[src/hdl/bpos_pkg.sv]
// Constants, field layout and carrier types of the bridge PWM output stage.
// Assumes a Wishbone host with 32-bit data; each register sits in one word.
package bpos_pkg;

  // Register indices; the byte address is four times the index
  localparam logic [7:0] IDX_GLOBAL  = 8'h0B;
  localparam logic [7:0] IDX_PIR     = 8'h0C;
  localparam logic [7:0] IDX_TMR     = 8'h11;
  localparam logic [7:0] IDX_TIMCTL  = 8'h12;
  localparam logic [7:0] IDX_DUTY    = 8'h15;
  localparam logic [7:0] IDX_ACTDUTY = 8'h16;
  localparam logic [7:0] IDX_CTL     = 8'h17;
  localparam logic [7:0] IDX_TRIS    = 8'h86;
  localparam logic [7:0] IDX_PIE     = 8'h8C;
  localparam logic [7:0] IDX_PR      = 8'h92;
  localparam logic [7:0] IDX_DBAND   = 8'h97;

  // Reset values
  localparam logic [7:0] RST_ZERO = 8'h00;
  localparam logic [7:0] RST_TRIS = 8'hFF;
  localparam logic [7:0] RST_PR   = 8'hFF;

  // Field positions of the control registers
  localparam int CTL_DIR     = 7;
  localparam int CTL_FULL    = 6;
  localparam int CTL_DCLO_HI = 5;
  localparam int CTL_PWM_HI  = 3;
  localparam int CTL_POL_AC  = 1;
  localparam int CTL_POL_BD  = 0;
  localparam int T2_POST_HI  = 6;
  localparam int T2_RUN      = 2;
  localparam int PIR_PERIOD  = 1;
  localparam int TRIS_A      = 3;
  localparam int TRIS_B      = 5;
  localparam int TRIS_C      = 6;
  localparam int TRIS_D      = 7;

  // Oscillator cycles per instruction cycle, less one
  localparam logic [1:0] IC_LAST = 2'h3;
  // Last oscillator phase of one timer step for prescale 1, 4, 16
  localparam logic [5:0] PH_LAST_1  = 6'h03;
  localparam logic [5:0] PH_LAST_4  = 6'h0F;
  localparam logic [5:0] PH_LAST_16 = 6'h3F;
  // First phase of the early direction switch (1, 4, 16 oscillator periods)
  localparam logic [5:0] PH_LEAD_1  = 6'h03;
  localparam logic [5:0] PH_LEAD_4  = 6'h0C;
  localparam logic [5:0] PH_LEAD_16 = 6'h30;

  // Output configurations
  typedef enum logic [1:0] {
    BPOS_SINGLE,
    BPOS_HALF,
    BPOS_FULL_FWD,
    BPOS_FULL_REV
  } bpos_mode_t;

  // Wishbone request from the master
  typedef struct packed {
    logic        cyc;
    logic        stb;
    logic        we;
    logic [3:0]  sel;
    logic [11:0] adr;
    logic [31:0] dat;
  } bpos_wb_req_t;

  // Bridge pins: levels and enables, bit 0 = A .. bit 3 = D
  typedef struct packed {
    logic [3:0] oe;
    logic [3:0] lvl;
  } bpos_pins_t;

endpackage

[src/hdl/bpos_bridge_pwm.sv]
// Bridge PWM output steering: period timer, duty compare, dead band,
// direction change and pin steering behind a Wishbone classic slave.
// Assumes clock_in is the oscillator; instruction cycles are one in four.
`timescale 1ns/1ps

// Behaviour
// - Low two mode bits pick active-low or active-high for outputs A/C and B/D.
// - Full bridge drives all four outputs, at most two of them active.
// - Forward: A held active, PWM on D.
// - Reverse: C held active, PWM on B.
// - Half bridge delays only inactive-to-active edges, never deassertion.
// - Eight-bit dead-band count in instruction cycles between A and B edges.
// - Direction bit takes effect at the next PWM cycle; current cycle finishes.
// - A and C switch early by 1, 4 or 16 oscillator periods per prescale.
// - B and D held inactive during the early switch interval.
// - No dead band in full bridge operation.
// - Output latches are correct once one full PWM cycle has run.
// - Period timer flag goes from 0 to 1 once every 1 to 16 completed periods, per postscale.
// - Two-bit configuration field decodes single, half, forward, reverse.
// - Half bridge: PWM on A, complement on B.
// - Period match clears timer, sets PWM unless duty zero, latches duty.
module bpos_bridge_pwm (
  // Clock and reset
  input  wire logic                  clock_in,
  input  wire logic                  rstn_in,
  // Wishbone slave
  input  wire bpos_pkg::bpos_wb_req_t wb_req_in,
  output logic [31:0]                wb_dat_out,
  output logic                       wb_ack_out,
  // Bridge pins and period flag
  output bpos_pkg::bpos_pins_t       bridge_pins_out,
  output logic                       period_timer_flag_out
);

  // Last phase of one timer step for a prescale code
  function automatic logic [5:0] ph_last_f(input logic [1:0] ps);
    logic [5:0] r;
    r = bpos_pkg::PH_LAST_16;
    if (ps == 2'h0) begin
      r = bpos_pkg::PH_LAST_1;
    end else if (ps == 2'h1) begin
      r = bpos_pkg::PH_LAST_4;
    end
    return r;
  endfunction

  // First phase of the early switch for a prescale code
  function automatic logic [5:0] ph_lead_f(input logic [1:0] ps);
    logic [5:0] r;
    r = bpos_pkg::PH_LEAD_16;
    if (ps == 2'h0) begin
      r = bpos_pkg::PH_LEAD_1;
    end else if (ps == 2'h1) begin
      r = bpos_pkg::PH_LEAD_4;
    end
    return r;
  endfunction

  // Two fine duty bits below the timer count for a prescale code
  function automatic logic [1:0] sub_f(input logic [1:0] ps, input logic [5:0] ph);
    logic [1:0] r;
    r = ph[5:4];
    if (ps == 2'h0) begin
      r = ph[1:0];
    end else if (ps == 2'h1) begin
      r = ph[3:2];
    end
    return r;
  endfunction

  // Software registers
  logic [7:0] gctl;
  logic [7:0] pir;
  logic [7:0] tmr;
  logic [7:0] tctl;
  logic [7:0] duty_hi;
  logic [7:0] ctl;
  logic [7:0] tris;
  logic [7:0] pie;
  logic [7:0] pr;
  logic [7:0] dband;

  // Internal state
  logic [9:0] duty_act;
  logic [1:0] ic_cnt;
  logic [5:0] phase;
  logic [3:0] post_cnt;
  logic       pwm_hold;
  logic       pwm_q;
  logic       act_rev;
  logic [7:0] db_cnt;
  logic       wait_a;
  logic       wait_b;
  logic       a_on;
  logic       b_on;

  // Bus decode
  wire        bus_req  = wb_req_in.cyc & wb_req_in.stb;
  wire        bus_wr   = bus_req & wb_req_in.we & wb_ack_out & wb_req_in.sel[0];
  wire [7:0]  bus_idx  = wb_req_in.adr[9:2];
  wire [7:0]  wdat     = wb_req_in.dat[7:0];
  wire        wr_int   = bus_wr & (bus_idx == bpos_pkg::IDX_GLOBAL);
  wire        wr_pir   = bus_wr & (bus_idx == bpos_pkg::IDX_PIR);
  wire        wr_tmr   = bus_wr & (bus_idx == bpos_pkg::IDX_TMR);
  wire        wr_t2    = bus_wr & (bus_idx == bpos_pkg::IDX_TIMCTL);
  wire        wr_duty  = bus_wr & (bus_idx == bpos_pkg::IDX_DUTY);
  wire        wr_ctl   = bus_wr & (bus_idx == bpos_pkg::IDX_CTL);
  wire        wr_tris  = bus_wr & (bus_idx == bpos_pkg::IDX_TRIS);
  wire        wr_pie   = bus_wr & (bus_idx == bpos_pkg::IDX_PIE);
  wire        wr_pr    = bus_wr & (bus_idx == bpos_pkg::IDX_PR);
  wire        wr_dband = bus_wr & (bus_idx == bpos_pkg::IDX_DBAND);

  // Read selection; unmapped words read zero
  logic [7:0] rd_byte;
  always_comb begin
    case (bus_idx)
      bpos_pkg::IDX_GLOBAL:  rd_byte = gctl;
      bpos_pkg::IDX_PIR:     rd_byte = pir;
      bpos_pkg::IDX_TMR:     rd_byte = tmr;
      bpos_pkg::IDX_TIMCTL:  rd_byte = {1'b0, tctl[6:0]};
      bpos_pkg::IDX_DUTY:    rd_byte = duty_hi;
      bpos_pkg::IDX_ACTDUTY: rd_byte = duty_act[9:2];
      bpos_pkg::IDX_CTL:     rd_byte = ctl;
      bpos_pkg::IDX_TRIS:    rd_byte = tris;
      bpos_pkg::IDX_PIE:     rd_byte = pie;
      bpos_pkg::IDX_PR:      rd_byte = pr;
      bpos_pkg::IDX_DBAND:   rd_byte = dband;
      default:               rd_byte = 8'h00;
    endcase
  end

  // Ack one cycle after the request, dropped the cycle after
  always_ff @(posedge clock_in or negedge rstn_in) begin
    if (!rstn_in) begin
      wb_ack_out <= 1'b0;
      wb_dat_out <= 32'h0000_0000;
    end else begin
      wb_ack_out <= bus_req & ~wb_ack_out;
      wb_dat_out <= (bus_req & ~wb_ack_out) ? {24'h00_0000, rd_byte} : 32'h0000_0000;
    end
  end

  // Mode decode
  bpos_pkg::bpos_mode_t mode;
  always_comb begin
    case ({ctl[bpos_pkg::CTL_DIR], ctl[bpos_pkg::CTL_FULL]})
      2'b00:   mode = bpos_pkg::BPOS_SINGLE;
      2'b10:   mode = bpos_pkg::BPOS_HALF;
      2'b01:   mode = bpos_pkg::BPOS_FULL_FWD;
      2'b11:   mode = bpos_pkg::BPOS_FULL_REV;
      default: mode = bpos_pkg::BPOS_SINGLE;
    endcase
  end

  // Timer and duty compare terms
  wire        pwm_en     = &ctl[bpos_pkg::CTL_PWM_HI -: 2];
  wire        run        = tctl[bpos_pkg::T2_RUN];
  wire [1:0]  ps         = tctl[1:0];
  wire        ic_en      = (ic_cnt == bpos_pkg::IC_LAST);
  wire        tick_end   = run & (phase == ph_last_f(ps));
  wire        at_limit   = (tmr == pr);
  wire        period_end = tick_end & at_limit;
  wire [9:0]  duty_buf   = {duty_hi, ctl[bpos_pkg::CTL_DCLO_HI -: 2]};
  wire [9:0]  fine       = {tmr, sub_f(ps, phase)};
  wire        pwm        = pwm_hold & (fine != duty_act);
  wire        post_hit   = (post_cnt == tctl[bpos_pkg::T2_POST_HI -: 4]);
  wire        flag_set   = period_end & post_hit;
  wire        is_half    = (mode == bpos_pkg::BPOS_HALF);
  wire        is_full    = ctl[bpos_pkg::CTL_FULL];
  wire        dir_new    = ctl[bpos_pkg::CTL_DIR];
  wire        early      = is_full & (dir_new != act_rev) & run & at_limit &
                           (phase >= ph_lead_f(ps));

  // Instruction cycle divider
  always_ff @(posedge clock_in or negedge rstn_in) begin
    if (!rstn_in) begin
      ic_cnt <= 2'h0;
    end else begin
      ic_cnt <= ic_cnt + 2'h1;
    end
  end

  // Prescaler phase within one timer step
  always_ff @(posedge clock_in or negedge rstn_in) begin
    if (!rstn_in) begin
      phase <= 6'h00;
    end else if (!run || tick_end) begin
      phase <= 6'h00;
    end else begin
      phase <= phase + 6'h01;
    end
  end

  // Period timer count; a bus write takes priority
  always_ff @(posedge clock_in or negedge rstn_in) begin
    if (!rstn_in) begin
      tmr <= bpos_pkg::RST_ZERO;
    end else if (wr_tmr) begin
      tmr <= wdat;
    end else if (period_end) begin
      tmr <= 8'h00;
    end else if (tick_end) begin
      tmr <= tmr + 8'h01;
    end
  end

  // Active duty latch loads at each period restart
  always_ff @(posedge clock_in or negedge rstn_in) begin
    if (!rstn_in) begin
      duty_act <= 10'h000;
    end else if (period_end) begin
      duty_act <= duty_buf;
    end
  end

  // Raw PWM: set at restart unless duty is zero, cleared at duty match
  always_ff @(posedge clock_in or negedge rstn_in) begin
    if (!rstn_in) begin
      pwm_hold <= 1'b0;
    end else if (!pwm_en) begin
      pwm_hold <= 1'b0;
    end else if (period_end) begin
      pwm_hold <= (duty_buf != 10'h000);
    end else if (fine == duty_act) begin
      pwm_hold <= 1'b0;
    end
  end

  // Postscaler counts period matches between flag settings
  always_ff @(posedge clock_in or negedge rstn_in) begin
    if (!rstn_in) begin
      post_cnt <= 4'h0;
    end else if (period_end) begin
      post_cnt <= post_hit ? 4'h0 : post_cnt + 4'h1;
    end
  end

  // Direction in force; a change waits for the next cycle
  always_ff @(posedge clock_in or negedge rstn_in) begin
    if (!rstn_in) begin
      act_rev <= 1'b0;
    end else if (period_end) begin
      act_rev <= dir_new;
    end
  end

  // Flag register: a hardware set wins over a software write
  always_ff @(posedge clock_in or negedge rstn_in) begin
    if (!rstn_in) begin
      pir <= bpos_pkg::RST_ZERO;
    end else begin
      pir <= wr_pir ? wdat : pir;
      if (flag_set) begin
        pir[bpos_pkg::PIR_PERIOD] <= 1'b1;
      end
    end
  end

  // Plain storage registers
  always_ff @(posedge clock_in or negedge rstn_in) begin
    if (!rstn_in) begin
      gctl    <= bpos_pkg::RST_ZERO;
      tctl    <= bpos_pkg::RST_ZERO;
      duty_hi <= bpos_pkg::RST_ZERO;
      ctl     <= bpos_pkg::RST_ZERO;
      tris    <= bpos_pkg::RST_TRIS;
      pie     <= bpos_pkg::RST_ZERO;
      pr      <= bpos_pkg::RST_PR;
      dband   <= bpos_pkg::RST_ZERO;
    end else begin
      gctl    <= wr_int ? wdat : gctl;
      tctl    <= wr_t2 ? {1'b0, wdat[6:0]} : tctl;
      duty_hi <= wr_duty ? wdat : duty_hi;
      ctl     <= wr_ctl ? wdat : ctl;
      tris    <= wr_tris ? wdat : tris;
      pie     <= wr_pie ? wdat : pie;
      pr      <= wr_pr ? wdat : pr;
      dband   <= wr_dband ? wdat : dband;
    end
  end

  // Half-bridge rise requests: A follows PWM, B its complement
  wire rise_a = is_half & pwm & ~pwm_q;
  wire rise_b = is_half & ~pwm & pwm_q;
  wire db_zero = (dband == 8'h00);
  wire db_done = ic_en & (db_cnt == 8'h01);

  // Dead-band down-counter, reloaded at every rise request
  always_ff @(posedge clock_in or negedge rstn_in) begin
    if (!rstn_in) begin
      pwm_q  <= 1'b0;
      db_cnt <= 8'h00;
    end else begin
      pwm_q <= pwm;
      if (rise_a || rise_b) begin
        db_cnt <= dband;
      end else if (ic_en && db_cnt != 8'h00) begin
        db_cnt <= db_cnt - 8'h01;
      end
    end
  end

  // Half-bridge A: rises after the delay, falls at once
  always_ff @(posedge clock_in or negedge rstn_in) begin
    if (!rstn_in) begin
      a_on   <= 1'b0;
      wait_a <= 1'b0;
    end else if (!is_half || !pwm) begin
      a_on   <= 1'b0;
      wait_a <= 1'b0;
    end else if (rise_a) begin
      a_on   <= db_zero;
      wait_a <= ~db_zero;
    end else if (wait_a && db_done) begin
      a_on   <= 1'b1;
      wait_a <= 1'b0;
    end
  end

  // Half-bridge B: rises after the delay, falls at once
  always_ff @(posedge clock_in or negedge rstn_in) begin
    if (!rstn_in) begin
      b_on   <= 1'b0;
      wait_b <= 1'b0;
    end else if (!is_half || pwm) begin
      b_on   <= 1'b0;
      wait_b <= 1'b0;
    end else if (rise_b) begin
      b_on   <= db_zero;
      wait_b <= ~db_zero;
    end else if (wait_b && db_done) begin
      b_on   <= 1'b1;
      wait_b <= 1'b0;
    end
  end

  // Full-bridge steering without dead band; early switch of A and C
  wire dir_now = early ? dir_new : act_rev;
  wire full_a  = ~dir_now;
  wire full_c  = dir_now;
  wire full_b  = ~early & act_rev & pwm;
  wire full_d  = ~early & ~act_rev & pwm;

  // Logical activity of A..D per configuration
  logic [3:0] active;
  always_comb begin
    case (mode)
      bpos_pkg::BPOS_SINGLE:   active = {3'b000, pwm};
      bpos_pkg::BPOS_HALF:     active = {2'b00, b_on, a_on};
      bpos_pkg::BPOS_FULL_FWD: active = {full_d, full_c, full_b, full_a};
      bpos_pkg::BPOS_FULL_REV: active = {full_d, full_c, full_b, full_a};
      default:                 active = 4'h0;
    endcase
  end

  // Polarity per pin: A and C share one bit, B and D the other
  wire [3:0] pol_low = {ctl[bpos_pkg::CTL_POL_BD], ctl[bpos_pkg::CTL_POL_AC],
                        ctl[bpos_pkg::CTL_POL_BD], ctl[bpos_pkg::CTL_POL_AC]};
  wire [3:0] tris_pins = {tris[bpos_pkg::TRIS_D], tris[bpos_pkg::TRIS_C],
                          tris[bpos_pkg::TRIS_B], tris[bpos_pkg::TRIS_A]};
  wire [3:0] next_lvl;
  wire [3:0] next_oe;

  // Pin level and enable; a disabled module leaves latches low
  genvar gi;
  generate
    for (gi = 0; gi < 4; gi++) begin : g_pin
      assign next_lvl[gi] = pwm_en & (active[gi] ^ pol_low[gi]);
      assign next_oe[gi]  = ~tris_pins[gi];
    end
  endgenerate

  // Registered pins and flag
  always_ff @(posedge clock_in or negedge rstn_in) begin
    if (!rstn_in) begin
      bridge_pins_out       <= '0;
      period_timer_flag_out <= 1'b0;
    end else begin
      bridge_pins_out.lvl   <= next_lvl;
      bridge_pins_out.oe    <= next_oe;
      period_timer_flag_out <= pir[bpos_pkg::PIR_PERIOD];
    end
  end

endmodule

[config.mk]
export PLATFORM = sky130hd
export DESIGN_NAME = bpos_bridge_pwm
export DESIGN_NICKNAME = d
export VERILOG_FILES = /design/src/hdl/bpos_pkg.sv /design/src/hdl/bpos_bridge_pwm.sv
export SDC_FILE = /design/constraint.sdc
export NUM_CORES = 1
export LEC_CHECK = 0
export ABC_AREA = 1
export BUFFER_PORTS_ARGS = -buffer_cell sky130_fd_sc_hd__buf_2
export CAP_MARGIN = 5
export CORE_MARGIN = 5
export CORE_UTILIZATION = 45
export CTS_BUF_LIST = sky130_fd_sc_hd__clkbuf_8
export CTS_CLUSTER_SIZE = 40
export DETAILED_ROUTE_END_ITERATION = 6
export PLACE_DENSITY = 0.7
export SLEW_MARGIN = 20
export SYNTH_ARGS = -nofsm -noshare
export SYNTH_HDL_FRONTEND = slang
export SYNTH_SLANG_ARGS = --single-unit
[constraint.sdc]
create_clock -name clock_in -period 1.85 [get_ports clock_in]
set_clock_uncertainty 0.05 [all_clocks]
set_input_delay 0.185 -clock clock_in [delete_from_list [all_inputs] [get_ports clock_in]]
set_output_delay 0.185 -clock clock_in [all_outputs]
set_load 0.05 [all_outputs]
==> results.cfg <==
[timing]
slew_viol_final = 0
fin_setup_tns_ns = -1.378
max_clock_freq_mhz = 508.9
fin_crit_sh = 1.062
rsz0062_at_grt = yes
max-slew-margin-rel = 0.6416
hold_viol = 0
setup_ws_ns = -0.1149
finalSetupViolations = 22
fin_crit_ns = 1.965
tightest_slew_ns = 0.5369

[clock_network]
cts_buffers = 17
cts-root-buf = clkbuf_8
h-tree-depth = 4
clk_pin_slew_ns = 0.08
cts.sinks = 134
cts_buffer_depth = 2
cts_tree = yes
clk_latency_ns = 0.47

[worst_setup_path]
critical_path_arrival_ns = 2.27
reg2reg_to = bridge_pins_out[1]
path_max_fanout = 4
reg2reg_slack_ns = -0.11
critPathCaptureType = flop
cp-start-kind = flop
crit_chain = inv_2 > nand2_2 > ha_4 > a21oi_1 > nor2_1 > nor2_1 > nand2_2 > buf_4 > nand4_1 > nand3b_1 > a21oi_2 > nor2_1
cp_top_family = simple AND/OR/NAND/NOR gates
critical_path.most_common_cell = nor2_1
max_stage_delay_ns = 0.42
r2r_start = tctl[1]
required_ns = 2.15
reg2regPathDepth = 12
critPathKind = flop to flop
critPathSlowestCell = dfrtp_1
critPathBufInv = 2

[yosys]
synth_edf_count = 0
synth_ff_type = dfrtp_1
yosysTopAreaCell = dfrtp_1
ys_seq_elements = 134
ys_warn_count = 0
syn_area_per_cell_um2 = 8.132
synthTopCellsByArea = dfrtp_1 (41%), nand2_1 (13%), o21ai_0 (6.3%)
async_flop_share = 1.000
synth.distinct_cells = 47
yosys.area.top_type_share = 0.4103
syn-cell-area_um2 = 7197
netlist_instances = 885
seq_area_frac_synth = 0.4687

[routing]
firstDrtPassIters = 6
wl_per_cell_um = 15.73
viasPerCell = 5.104
ant_nets = 0
wirelength_um = 19160
drc_errors = 0
drt_iter0_drc = 506
vias = 6217

[finish]
area_growth_pct = 19.78
utilization = 0.5467
regArea_um2 = 3378
nets = 1054
antenna_cells = 0
final_layout_size_suffix_gt1_frac = 0.2255
multiInputGateArea_um2 = 3398
instances_no_fill = 1218
n_fill_cell = 1478

[worst_hold_path]
hp-class = primary input to flop
hold_end = wb_ack_out
hold_start = wb_req_in[49]
hold_depth = 3

[run]
max_cap_viol_count = 0

[placed_design]
port_buffers = 39
gp_congestion = 0.9774
pre_cts_slack_ns = -0.07982
dp_cells = 1176
dp_hpwl_um = 13720

[floorplan]
die-area_um2 = 18620
initial_core_util = 0.4564
die_h_um = 136.5
rows = 46
io_pins = 95
core-area_um2 = 15770
die_w_um = 136.5

[status]
violations = setup timing
status = finished with violations

[grt]
antenna_found_initial = 0
grt_use_total = 0.2083
grt.overflow.total = 0
grt_pass1_wl_um = 29530
grt_pass1_vias = 5730
grt_max_degree = 51

[pwr]
peakVddDrop_v = 0.0005636
leakagePower_nw = 4.021
cellPowerDensity_nw_per_um2 = 662.2
power_w = 0.005709
[flip-flops by register name, summed over array words and instances (netlist names), 6 cells and up]
| signal | count |
|---|---|
| bridge_pins_out | 8 |
| ctl | 8 |
| db_cnt | 8 |
| dband | 8 |
| duty_act | 10 |
| duty_hi | 8 |
| gctl | 8 |
| phase | 6 |
| pie | 8 |
| pir | 8 |
| pr | 8 |
| tctl | 7 |
| tmr | 8 |
| tris | 8 |
| wb_dat_out | 8 |
[worst max-delay path by stage]
stage / start / cells after the start / end / slack, ns
after floorplan: tctl[1] / 11 / post_cnt[3] / -0.006
after global placement: tctl[1] / 15 / bridge_pins_out[0] / -0.06
after detailed placement: tctl[1] / 15 / bridge_pins_out[0] / -0.08
after CTS: tctl[1] / 15 / bridge_pins_out[0] / -0.02
after global routing: tctl[1] / 13 / bridge_pins_out[2] / -0.25
final: tctl[1] / 12 / bridge_pins_out[1] / -0.11
[layout by cell type, fill, tap and decap left out, types with 19 or more instances in the layout]
cell type  Yosys  layout
o21ai_0       91      89
nand2_1      243     236
nand3_1       42      39
nor2_1        53      46
buf_4         24      47
inv_1         94      95
buf_2          8      38
dfrtp_1      118     114
conb_1         1      24
clkbuf_8       0      19
[tightest hold or removal path, cell delays in order]
cell     delay, ns
buf_2         0.10
nand2_1       0.11
nor2_1        0.15
[synth_stat cells, types with 6 or more instances]
master,number
nand2_2,6
o21ai_0,91
nand4_1,16
ha_1,12
o21ai_1,14
o22ai_1,8
nor2_4,8
dfstp_2,16
a21oi_1,17
xor2_1,16
buf_2,8
nand3_1,42
buf_4,24
xnor2_1,11
inv_1,94
dfrtp_1,118
nor3_1,13
nor2_1,53
inv_2,15
nand2_1,243
[kinds of logic after synthesis]
group	Yosys count	synth area share
adders and majority gates	12	0.02086
DFF	134	0.4687
and+or+nand+nor	411	0.2630
AOI/OAI and AO/OA	150	0.1163
xor gates and xnor gates	27	0.03286
other	1	0.0005211
buffers and inverters	150	0.09770
[area by class of cell]
cell class | instances | area share
clock buffers | 19 | 0.03033
clock inverters | 13 | 0.01553
inverters | 111 | 0.04978
multi-input cells | 626 | 0.3942
flip-flops and latches | 134 | 0.3919
well taps | 216 | 0.03135
repair buffers | 99 | 0.08694
[per-layer routing]
| layer | up-vias | share of wire | GRT usage |
|---|---|---|---|
| met1 | 2946 | 0.43 | 0.2821 |
| met2 | 202 | 0.48 | 0.3332 |
| met4 | 0 | 0.018 | 0.06607 |
| li1 | 3045 | - | - |
| met5 | - | 0 | 0 |
| met3 | 24 | 0.066 | 0.04663 |
[stage by stage]
step | instance area [um^2] | hold WS (ns)
floorplan | 7284 | -0.1606
global placement | 7920 | 0.1157
detailed placement | 7920 | 0.1116
CTS | 8417 | 0.09072
global route | 8621 | 0.1051
finish | 8621 | 0.09889
[power by group]
part           total, W  internal [W]  switching [W]
clock network   0.00246       0.00126        0.00120
logic          0.000311     0.0000518       0.000259
registers       0.00294       0.00293     0.00000465
total           0.00571       0.00425        0.00146
[timing repair]
action                                 4_1_cts  5_1_grt
resized for setup                           14       33
pin swaps                                    3       10
hold buffers                                 3        0
setup endpoints to repair                   30       41
buffers inserted                             1        3
gates cloned                                 0        3
endpoints found under the hold margin       96        0
No activity file was read; power rests on OpenSTA's default activity.
